===== config.mk =====
export PLATFORM = sky130hd
export DESIGN_NAME = pfm_pin_router
export DESIGN_NICKNAME = d
export VERILOG_FILES = /design/src/design/pfm_pkg.sv /design/src/design/pfm_pin_router.sv
export SDC_FILE = /design/constraint.sdc
export NUM_CORES = 1
export LEC_CHECK = 0
export BUFFER_PORTS_ARGS = -buffer_cell sky130_fd_sc_hd__clkbuf_2
export CORE_MARGIN = 3
export CORE_UTILIZATION = 54
export DETAILED_ROUTE_END_ITERATION = 10
export GPL_TIMING_DRIVEN = 0
export PLACE_DENSITY = 0.86
export SLEW_MARGIN = 10
export SYNTH_ARGS = -nofsm -noshare
export SYNTH_HDL_FRONTEND = slang
export SYNTH_SLANG_ARGS = --single-unit

===== constraint.sdc =====
create_clock -name clk_sys_in -period 8.2 [get_ports clk_sys_in]
set_clock_uncertainty 0.05 [all_clocks]
set_input_delay 0.82 -clock clk_sys_in [delete_from_list [all_inputs] [get_ports clk_sys_in]]
set_output_delay 0.82 -clock clk_sys_in [all_outputs]
set_load 0.02 [all_outputs]

===== src/design/pfm_pkg.sv =====
// Constants and state type for the multi-purpose pin router and power control.
// Assumes a single 10 MHz system clock and an AXI4-Lite master on the register port.
// Operation
// Pin 14 select: 00 irq14, 01 gpio1 line4, 10 power LED, 11 IR select 1.
// Pin 15 select: 00 irq15, 01 gpio1 line5, 10 watchdog, 11 IR select 2.
// Bit 5 of the global config register picks 24 MHz over 14.318 MHz clock.
// Ring pin select: 00 phone ring input, 01 gpio2 line0 as keyboard reset.
// A ring pulse on the selected ring input switches the supply control on; the code lets a panel off request in the same cycle win.
// Power-off pin: 00 off interrupt, 01 gpio2 line1, 10 kbd line16, 11 ring C.
// Supply pin: select bit 0 gives supply control, 1 gives gpio2 line2.
// Supply control output tells the main supply whether to be on.
// Panel pin select 00 makes it the panel on/off switch input.
// Falling panel edge with main supply absent requests power on.
// Falling panel edge with main supply present requests power off.
// Panel pin select 01 gives gpio2 line3, 11 gives serial C carrier input.
// A select change takes effect at once, from the current field values.
package pfm_pkg;
    localparam int ADDR_W = 8;
    localparam logic [7:0] ADDR_CTL_C = 8'h00;
    localparam logic [7:0] ADDR_CTL_B = 8'h04;
    localparam logic [7:0] ADDR_GCFG = 8'h08;
    localparam logic [7:0] ADDR_STS = 8'h0c;
    localparam logic [7:0] ADDR_CLR = 8'h10;
    localparam logic [7:0] ADDR_EN = 8'h14;
    localparam logic [7:0] ADDR_PADS = 8'h18;
    localparam logic [7:0] RST_CTL = 8'h00;
    localparam logic [7:0] RST_GCFG = 8'h00;
    localparam int F_P14 = 0;
    localparam int F_P15 = 2;
    localparam int F_RING = 1;
    localparam int F_POF = 3;
    localparam int F_SUP = 5;
    localparam int F_PAN = 6;
    localparam int F_CLK24 = 5;
    localparam logic [1:0] SEL_BASE = 2'h0;
    localparam logic [1:0] SEL_GPIO = 2'h1;
    localparam logic [1:0] SEL_ALT = 2'h2;
    localparam logic [1:0] SEL_EXT = 2'h3;
    localparam int NEV = 3;
    localparam int EV_RING = 0;
    localparam int EV_ON = 1;
    localparam int EV_OFF = 2;
    localparam logic [1:0] RESP_OKAY = 2'h0;
    localparam logic [1:0] RESP_SLVERR = 2'h2;

    typedef struct packed {
        logic [7:0] ctl_c;
        logic [7:0] ctl_b;
        logic [7:0] gcfg;
        logic [NEV-1:0] sts;
        logic [NEV-1:0] en;
        logic aw_rdy;
        logic w_rdy;
        logic ar_rdy;
        logic aw_seen;
        logic [ADDR_W-1:0] awaddr;
        logic w_seen;
        logic [7:0] wdata;
        logic wlane0;
        logic bvalid;
        logic [1:0] bresp;
        logic rvalid;
        logic [31:0] rdata;
        logic [1:0] rresp;
        logic ring_q;
        logic pan_q;
        logic supply_on;
        logic irq;
        logic [5:0] pad_o;
        logic [5:0] pad_e;
        logic [5:0] gpio_i;
        logic kbd16_i;
        logic ric_i;
        logic dcd_i;
    } pfm_state_t;
endpackage


===== src/design/pfm_pin_router.sv =====
// Multi-purpose pin router with phone-ring and panel-switch supply control.
// Pads are split into input, output and output enable; the pad ring resolves them.
// Pad order in the packed pad vectors: 0 p14, 1 p15, 2 ring, 3 pof, 4 sup, 5 pan.
`timescale 1ns/1ps
module pfm_pin_router #(
    parameter bit EXTENDED = 1'b1
) (
    // Clock and reset
    input wire logic clk_sys_in,
    input wire logic sys_rst_in,
    // AXI4-Lite write
    input wire logic s_axi_awvalid_in,
    output logic s_axi_awready_out,
    input wire logic [pfm_pkg::ADDR_W-1:0] s_axi_awaddr_in,
    input wire logic s_axi_wvalid_in,
    output logic s_axi_wready_out,
    input wire logic [31:0] s_axi_wdata_in,
    input wire logic [3:0] s_axi_wstrb_in,
    output logic s_axi_bvalid_out,
    input wire logic s_axi_bready_in,
    output logic [1:0] s_axi_bresp_out,
    // AXI4-Lite read
    input wire logic s_axi_arvalid_in,
    output logic s_axi_arready_out,
    input wire logic [pfm_pkg::ADDR_W-1:0] s_axi_araddr_in,
    output logic s_axi_rvalid_out,
    input wire logic s_axi_rready_in,
    output logic [31:0] s_axi_rdata_out,
    output logic [1:0] s_axi_rresp_out,
    // Function sources
    input wire logic irq14_in,
    input wire logic irq15_in,
    input wire logic power_led_in,
    input wire logic watchdog_in,
    input wire logic ir_module_sel1_in,
    input wire logic ir_module_sel2_in,
    input wire logic [5:0] gpio_o_in,
    input wire logic [5:0] gpio_oe_in,
    input wire logic kbd_port_line16_in,
    input wire logic kbd_port_line16_oe_in,
    input wire logic main_power_ok_in,
    // Pads
    input wire logic [5:0] pad_in,
    output logic [5:0] pad_out,
    output logic [5:0] pad_oe_out,
    // Routed inputs and status
    output logic [5:0] gpio_i_out,
    output logic kbd_port_line16_out,
    output logic uartc_ring_out,
    output logic uartc_carrier_out,
    output logic supply_onoff_ctl_out,
    output logic clk_24m_sel_out,
    output logic irq_out
);
    import pfm_pkg::*;

    pfm_state_t s;
    pfm_state_t n;
    logic ring_fall;
    logic pan_fall;
    logic [1:0] d14;
    logic [1:0] d15;
    logic [1:0] dpof;

    // Four-way pad driver, returns {oe, out}
    function automatic logic [1:0] pad4(input logic [1:0] sel,
        input logic [1:0] c0, input logic [1:0] c1,
        input logic [1:0] c2, input logic [1:0] c3);
        case (sel)
            SEL_BASE: pad4 = c0;
            SEL_GPIO: pad4 = c1;
            SEL_ALT: pad4 = c2;
            default: pad4 = c3;
        endcase
    endfunction

    always_comb
    begin
        n = s;
        ring_fall = (s.ctl_b[F_RING+:2] == SEL_BASE) && s.ring_q && !pad_in[2];
        pan_fall = (s.ctl_b[F_PAN+:2] == SEL_BASE) && s.pan_q && !pad_in[5];
        n.ring_q = pad_in[2];
        n.pan_q = pad_in[5];

        // Write channel: address and data may arrive in either order
        if (s_axi_awvalid_in && s_axi_awready_out)
        begin
            n.aw_seen = 1'b1;
            n.awaddr = s_axi_awaddr_in;
        end
        if (s_axi_wvalid_in && s_axi_wready_out)
        begin
            n.w_seen = 1'b1;
            n.wdata = s_axi_wdata_in[7:0];
            n.wlane0 = s_axi_wstrb_in[0];
        end
        if (s.bvalid && s_axi_bready_in)
        begin
            n.bvalid = 1'b0;
        end
        if (s.aw_seen && s.w_seen && !s.bvalid)
        begin
            n.aw_seen = 1'b0;
            n.w_seen = 1'b0;
            n.bvalid = 1'b1;
            n.bresp = RESP_OKAY;
            if (s.awaddr == ADDR_CTL_C)
            begin
                if (s.wlane0) n.ctl_c = s.wdata;
            end
            else if (s.awaddr == ADDR_CTL_B)
            begin
                if (s.wlane0) n.ctl_b = s.wdata;
            end
            else if (s.awaddr == ADDR_GCFG)
            begin
                if (s.wlane0) n.gcfg = s.wdata;
            end
            else if (s.awaddr == ADDR_CLR)
            begin
                if (s.wlane0) n.sts = s.sts & ~s.wdata[NEV-1:0];
            end
            else if (s.awaddr == ADDR_EN)
            begin
                if (s.wlane0) n.en = s.wdata[NEV-1:0];
            end
            else if (s.awaddr != ADDR_STS && s.awaddr != ADDR_PADS)
            begin
                n.bresp = RESP_SLVERR;
            end
        end

        // Read channel
        if (s.rvalid && s_axi_rready_in)
        begin
            n.rvalid = 1'b0;
        end
        if (s_axi_arvalid_in && s_axi_arready_out)
        begin
            n.rvalid = 1'b1;
            n.rresp = RESP_OKAY;
            if (s_axi_araddr_in == ADDR_CTL_C) n.rdata = {24'h0, s.ctl_c};
            else if (s_axi_araddr_in == ADDR_CTL_B) n.rdata = {24'h0, s.ctl_b};
            else if (s_axi_araddr_in == ADDR_GCFG) n.rdata = {24'h0, s.gcfg};
            else if (s_axi_araddr_in == ADDR_STS) n.rdata = {29'h0, s.sts};
            else if (s_axi_araddr_in == ADDR_EN) n.rdata = {29'h0, s.en};
            else if (s_axi_araddr_in == ADDR_PADS) n.rdata = {26'h0, pad_in};
            else if (s_axi_araddr_in == ADDR_CLR) n.rdata = 32'h0;
            else
            begin
                n.rdata = 32'h0;
                n.rresp = RESP_SLVERR;
            end
        end

        // Readies kept in flops, worked out from the next state
        n.aw_rdy = !n.aw_seen && !n.bvalid;
        n.w_rdy = !n.w_seen && !n.bvalid;
        n.ar_rdy = !n.rvalid;

        // Power control; events set after the clear so a set wins
        if (ring_fall)
        begin
            n.supply_on = 1'b1;
            n.sts[EV_RING] = 1'b1;
        end
        if (pan_fall && !main_power_ok_in)
        begin
            n.supply_on = 1'b1;
            n.sts[EV_ON] = 1'b1;
        end
        else if (pan_fall)
        begin
            n.supply_on = 1'b0;
            n.sts[EV_OFF] = 1'b1;
        end
        n.irq = |(n.sts & n.en);

        // Pin routing from the current fields
        d14 = pad4(s.ctl_c[F_P14+:2], {1'b1, irq14_in}, {gpio_oe_in[0], gpio_o_in[0]},
            {1'b1, power_led_in}, {EXTENDED, ir_module_sel1_in});
        d15 = pad4(s.ctl_c[F_P15+:2], {1'b1, irq15_in}, {gpio_oe_in[1], gpio_o_in[1]},
            {1'b1, watchdog_in}, {EXTENDED, ir_module_sel2_in});
        dpof = pad4(s.ctl_b[F_POF+:2], {1'b1, n.irq}, {gpio_oe_in[3], gpio_o_in[3]},
            {kbd_port_line16_oe_in, kbd_port_line16_in}, 2'h0);
        {n.pad_e[0], n.pad_o[0]} = d14;
        {n.pad_e[1], n.pad_o[1]} = d15;
        {n.pad_e[3], n.pad_o[3]} = dpof;
        if (s.ctl_b[F_RING+:2] == SEL_GPIO)
        begin
            n.pad_e[2] = gpio_oe_in[2];
            n.pad_o[2] = gpio_o_in[2];
        end
        else
        begin
            n.pad_e[2] = 1'b0;
            n.pad_o[2] = 1'b0;
        end
        if (!s.ctl_b[F_SUP])
        begin
            n.pad_e[4] = 1'b1;
            n.pad_o[4] = n.supply_on;
        end
        else
        begin
            n.pad_e[4] = gpio_oe_in[4];
            n.pad_o[4] = gpio_o_in[4];
        end
        if (s.ctl_b[F_PAN+:2] == SEL_GPIO)
        begin
            n.pad_e[5] = gpio_oe_in[5];
            n.pad_o[5] = gpio_o_in[5];
        end
        else
        begin
            n.pad_e[5] = 1'b0;
            n.pad_o[5] = 1'b0;
        end

        // Inputs seen by the routed functions; idle high when not selected
        n.gpio_i[0] = (s.ctl_c[F_P14+:2] == SEL_GPIO) ? pad_in[0] : 1'b1;
        n.gpio_i[1] = (s.ctl_c[F_P15+:2] == SEL_GPIO) ? pad_in[1] : 1'b1;
        n.gpio_i[2] = (s.ctl_b[F_RING+:2] == SEL_GPIO) ? pad_in[2] : 1'b1;
        n.gpio_i[3] = (s.ctl_b[F_POF+:2] == SEL_GPIO) ? pad_in[3] : 1'b1;
        n.gpio_i[4] = s.ctl_b[F_SUP] ? pad_in[4] : 1'b1;
        n.gpio_i[5] = (s.ctl_b[F_PAN+:2] == SEL_GPIO) ? pad_in[5] : 1'b1;
        n.kbd16_i = (s.ctl_b[F_POF+:2] == SEL_ALT) ? pad_in[3] : 1'b1;
        n.ric_i = (EXTENDED && s.ctl_b[F_POF+:2] == SEL_EXT) ? pad_in[3] : 1'b1;
        n.dcd_i = (EXTENDED && s.ctl_b[F_PAN+:2] == SEL_EXT) ? pad_in[5] : 1'b1;
    end

    always_ff @(posedge clk_sys_in or posedge sys_rst_in)
    begin
        if (sys_rst_in)
        begin
            s <= '0;
            s.ctl_c <= RST_CTL;
            s.ctl_b <= RST_CTL;
            s.gcfg <= RST_GCFG;
            s.ring_q <= 1'b1;
            s.pan_q <= 1'b1;
            s.gpio_i <= 6'h3f;
            s.kbd16_i <= 1'b1;
            s.ric_i <= 1'b1;
            s.dcd_i <= 1'b1;
            s.aw_rdy <= 1'b1;
            s.w_rdy <= 1'b1;
            s.ar_rdy <= 1'b1;
        end
        else
        begin
            s <= n;
        end
    end

    assign s_axi_awready_out = s.aw_rdy;
    assign s_axi_wready_out = s.w_rdy;
    assign s_axi_bvalid_out = s.bvalid;
    assign s_axi_bresp_out = s.bresp;
    assign s_axi_arready_out = s.ar_rdy;
    assign s_axi_rvalid_out = s.rvalid;
    assign s_axi_rdata_out = s.rdata;
    assign s_axi_rresp_out = s.rresp;
    assign pad_out = s.pad_o;
    assign pad_oe_out = s.pad_e;
    assign gpio_i_out = s.gpio_i;
    assign kbd_port_line16_out = s.kbd16_i;
    assign uartc_ring_out = s.ric_i;
    assign uartc_carrier_out = s.dcd_i;
    assign supply_onoff_ctl_out = s.supply_on;
    assign clk_24m_sel_out = s.gcfg[F_CLK24];
    assign irq_out = s.irq;
endmodule


==> impl_metrics.env <==
export IMPL_status="completed"
export IMPL_regToRegStartpoint="s[80]$_DFFE_PP0P_"
export IMPL_synth_top_cell_by_area="dfrtp_1"
export IMPL_hold_viol=0
export IMPL_clock_sinks=89
export IMPL_peakVddDrop_mv=0.1782
export IMPL_grt_pass1_vias=3022
export IMPL_crit_buf_inv=0
export IMPL_worst_r2r_endpoint="s[111]$_DFFE_PP0P_"
export IMPL_synth_top_cell_area_share_pct=43.68
export IMPL_insertion_delay_ps=360
export IMPL_drv_cap=0
export IMPL_drc=0
export IMPL_dp_cells=570
export IMPL_h_tree_depth=3
export IMPL_drt_total_wl_um=8698
export IMPL_crit_family="simple AND/OR/NAND/NOR gates"
export IMPL_place_gp_congestion=0.8190
export IMPL_setup_worst_path_end_class="flip-flop"
export IMPL_syn_inst=348
export IMPL_area_growth_pct=21.67
export IMPL_cts_tree="done"
export IMPL_fin_cells=586
export IMPL_viasPerCell=5.073
export IMPL_grt_util_all_layers_pct=20.71
export IMPL_die_w_um=95.20
export IMPL_cp_slowest_cell="nor4_4"
export IMPL_worstMarginPinSlew_ps=859.7
export IMPL_grt_antenna_before_repair=0
export IMPL_synth_edf_count=0
export IMPL_start_kind="flip-flop"
export IMPL_setup_tns_ps=0
export IMPL_numCtsBuffers=9
export IMPL_critical_path_class="reg2reg"
export IMPL_io_buffers=97
export IMPL_ant_nets=0
export IMPL_synth_seq_cells=89
export IMPL_coreArea_um2=7486
export IMPL_async_reset_ff_share_pct=100.0
export IMPL_seq_area_frac_synth_pct=52.24
export IMPL_drive_above_1_share_pct=48.46
export IMPL_hold_class="in2async"
export IMPL_post_route_worst_setup_slack_ps=5888
export IMPL_r2r_slack_ps=5890
export IMPL_place_hpwl_um=6587
export IMPL_path_depth=4
export IMPL_syn_area_per_cell_um2=12.35
export IMPL_cellLeakagePower_nw=2.608
export IMPL_rr_worst_depth=4
export IMPL_diodes=0
export IMPL_powerDensity_nw_per_um2=233.2
export IMPL_timing_critical_path_to="s[111]$_DFFE_PP0P_"
export IMPL_overflow=0
export IMPL_dieArea_um2=9063
export IMPL_grt_max_degree=69
export IMPL_start_util_pct=57.40
export IMPL_max_freq_mhz=432.6
export IMPL_cp_arrival_ps=2500
export IMPL_period_needed_ps=2312
export IMPL_cp_startpoint="s[80]$_DFFE_PP0P_"
export IMPL_slew_headroom_pct=42.25
export IMPL_ys_warn_count=0
export IMPL_wl_per_cell_um=14.84
export IMPL_synthFlopType="dfrtp_1"
export IMPL_cpPeakStageDelay_ps=670
export IMPL_initialDrtViolationCount=113
export IMPL_slew_violations=0
export IMPL_clockBufferDepth=2
export IMPL_synth_area_um2=4297
export IMPL_post_cts_buffers=0
export IMPL_synth_cells_most_frequent="dfrtp_1, buf_4, nand2_1"
export IMPL_num_vias=2973
export IMPL_synth_most_common_cell="dfrtp_1"
export IMPL_cp_cell_sequence="nor4b_4 -> nand2_4 -> nor4_4 -> mux2_4"
export IMPL_row_count=31
export IMPL_synthDistinctLibCells=55
export IMPL_cts_hold_buf=0
export IMPL_fillCellCount=545
export IMPL_worstPathMaxFanout=8
export IMPL_synth_area_leaders="dfrtp_1, buf_4, dfstp_2"
export IMPL_dpl_worst_slack_ps=5719
export IMPL_finalPower_w=0.001219
export IMPL_clk_pin_slew_ps=90
export IMPL_firstDrtPassIters=4
export IMPL_cts_resized=0
export IMPL_cts_root_buffer="clkbuf_8"
export IMPL_fp_dieH_um=95.20
export IMPL_ioPinCount=151
export IMPL_rsz0062_at_grt="false"
export IMPL_final_nets=568
export IMPL_grt_pass1_wl_um=14260
export IMPL_fin_crit_sh_pct=28.19
export IMPL_cp_required_ps=8390
export IMPL_setup_viol=0
worst min path at each step:
stage	startpoint	end	slack, ps	cells after the start
2_1_floorplan	s[72]$_DFF_PP0_	s_axi_wready_out$_DFF_PP1_	380	1
3_3_place_gp	s_axi_rresp_out[1]$_DFFE_PP0P_	s_axi_rresp_out[1]$_DFFE_PP0P_	410	2
3_5_place_dp	s_axi_rdata_out[7]$_DFFE_PP0P_	s_axi_rdata_out[7]$_DFFE_PP0P_	420	2
4_1_cts	sys_rst_in	supply_onoff_ctl_out$_DFF_PP0_	340	2
5_1_grt	sys_rst_in	s_axi_bvalid_out$_DFF_PP0_	350	2
6_report	sys_rst_in	s_axi_bvalid_out$_DFF_PP0_	350	2
cell type report:
cell class                      count  area, µm²  share of cell area, %
Buffer                             62      464.2                  8.880
Timing Repair Buffer               98      513.0                  9.813
Multi-Input combinational cell    216       1659                  31.74
Sequential cell                    89       2245                  42.94
Tap cell                           99      123.9                  2.370
Inverter                            6      25.02                 0.4787
Clock buffer                       11      141.4                  2.705
Clock inverter                      5      56.30                  1.077
layer usage:
| layer | vias to the layer above | GRT usage [%] | wire length [µm] |
|---|---|---|---|
| met4 | 0 | 6.851 | 110 |
| met3 | 13 | 6.472 | 738 |
| met2 | 130 | 33.64 | 4181 |
| met1 | 1407 | 26.42 | 3667 |
| met5 | - | 0 | 0 |
| li1 | 1423 | - | - |
flip-flops by register name (all words and copies together) (netlist names), 6 cells and up:
register / flops
gpio_i_out: 6
pad_out: 6
s: 50
pad_oe_out: 6
s_axi_rdata_out: 8
per-stage QoR:
stage	instance area [µm²]	hold WS (ps)	utilization, %
floorplan	4390	384.3	-
global placement	5000	413.3	66.79
detailed placement	5030	422.8	67.19
CTS	5228	342.9	69.83
global route	5228	347.1	69.83
finish	5228	351.9	69.83
logic make-up after synthesis:
| group | after synthesis | synth area share, % |
|---|---|---|
| other | 1 | 0.08728 |
| flip-flops | 89 | 52.24 |
| AO/OA/AOI/OAI | 49 | 7.834 |
| AND/OR/NAND/NOR | 90 | 13.98 |
| buffers and inverters | 68 | 11.33 |
| multiplexers | 51 | 14.53 |
worst reg2reg max path, cell delays in order, from the launching register on:
cell and delay, ps:
dfrtp_1 440, nor4b_4 530, nand2_4 150, nor4_4 670, mux2_4 360
power by group:
group,internal [W],switching [W]
Clock,0.000149,0.000149
Sequential,0.000526,0.0000940
Combinational,0.000155,0.000148
Total,0.000829,0.000390
layout by cell type, fill, tap and decap left out, drive strengths merged, types with 9 or more instances in the layout:
cell / netlist / final
a21oi: 9 / 9
o21ai: 15 / 15
conb: 1 / 26
nor2: 14 / 14
buf: 57 / 58
dfstp: 14 / 14
dfrtp: 75 / 75
mux2: 44 / 44
clkbuf: 5 / 113
nand2: 24 / 24
Note: power is estimated with default switching activity, not from simulation.
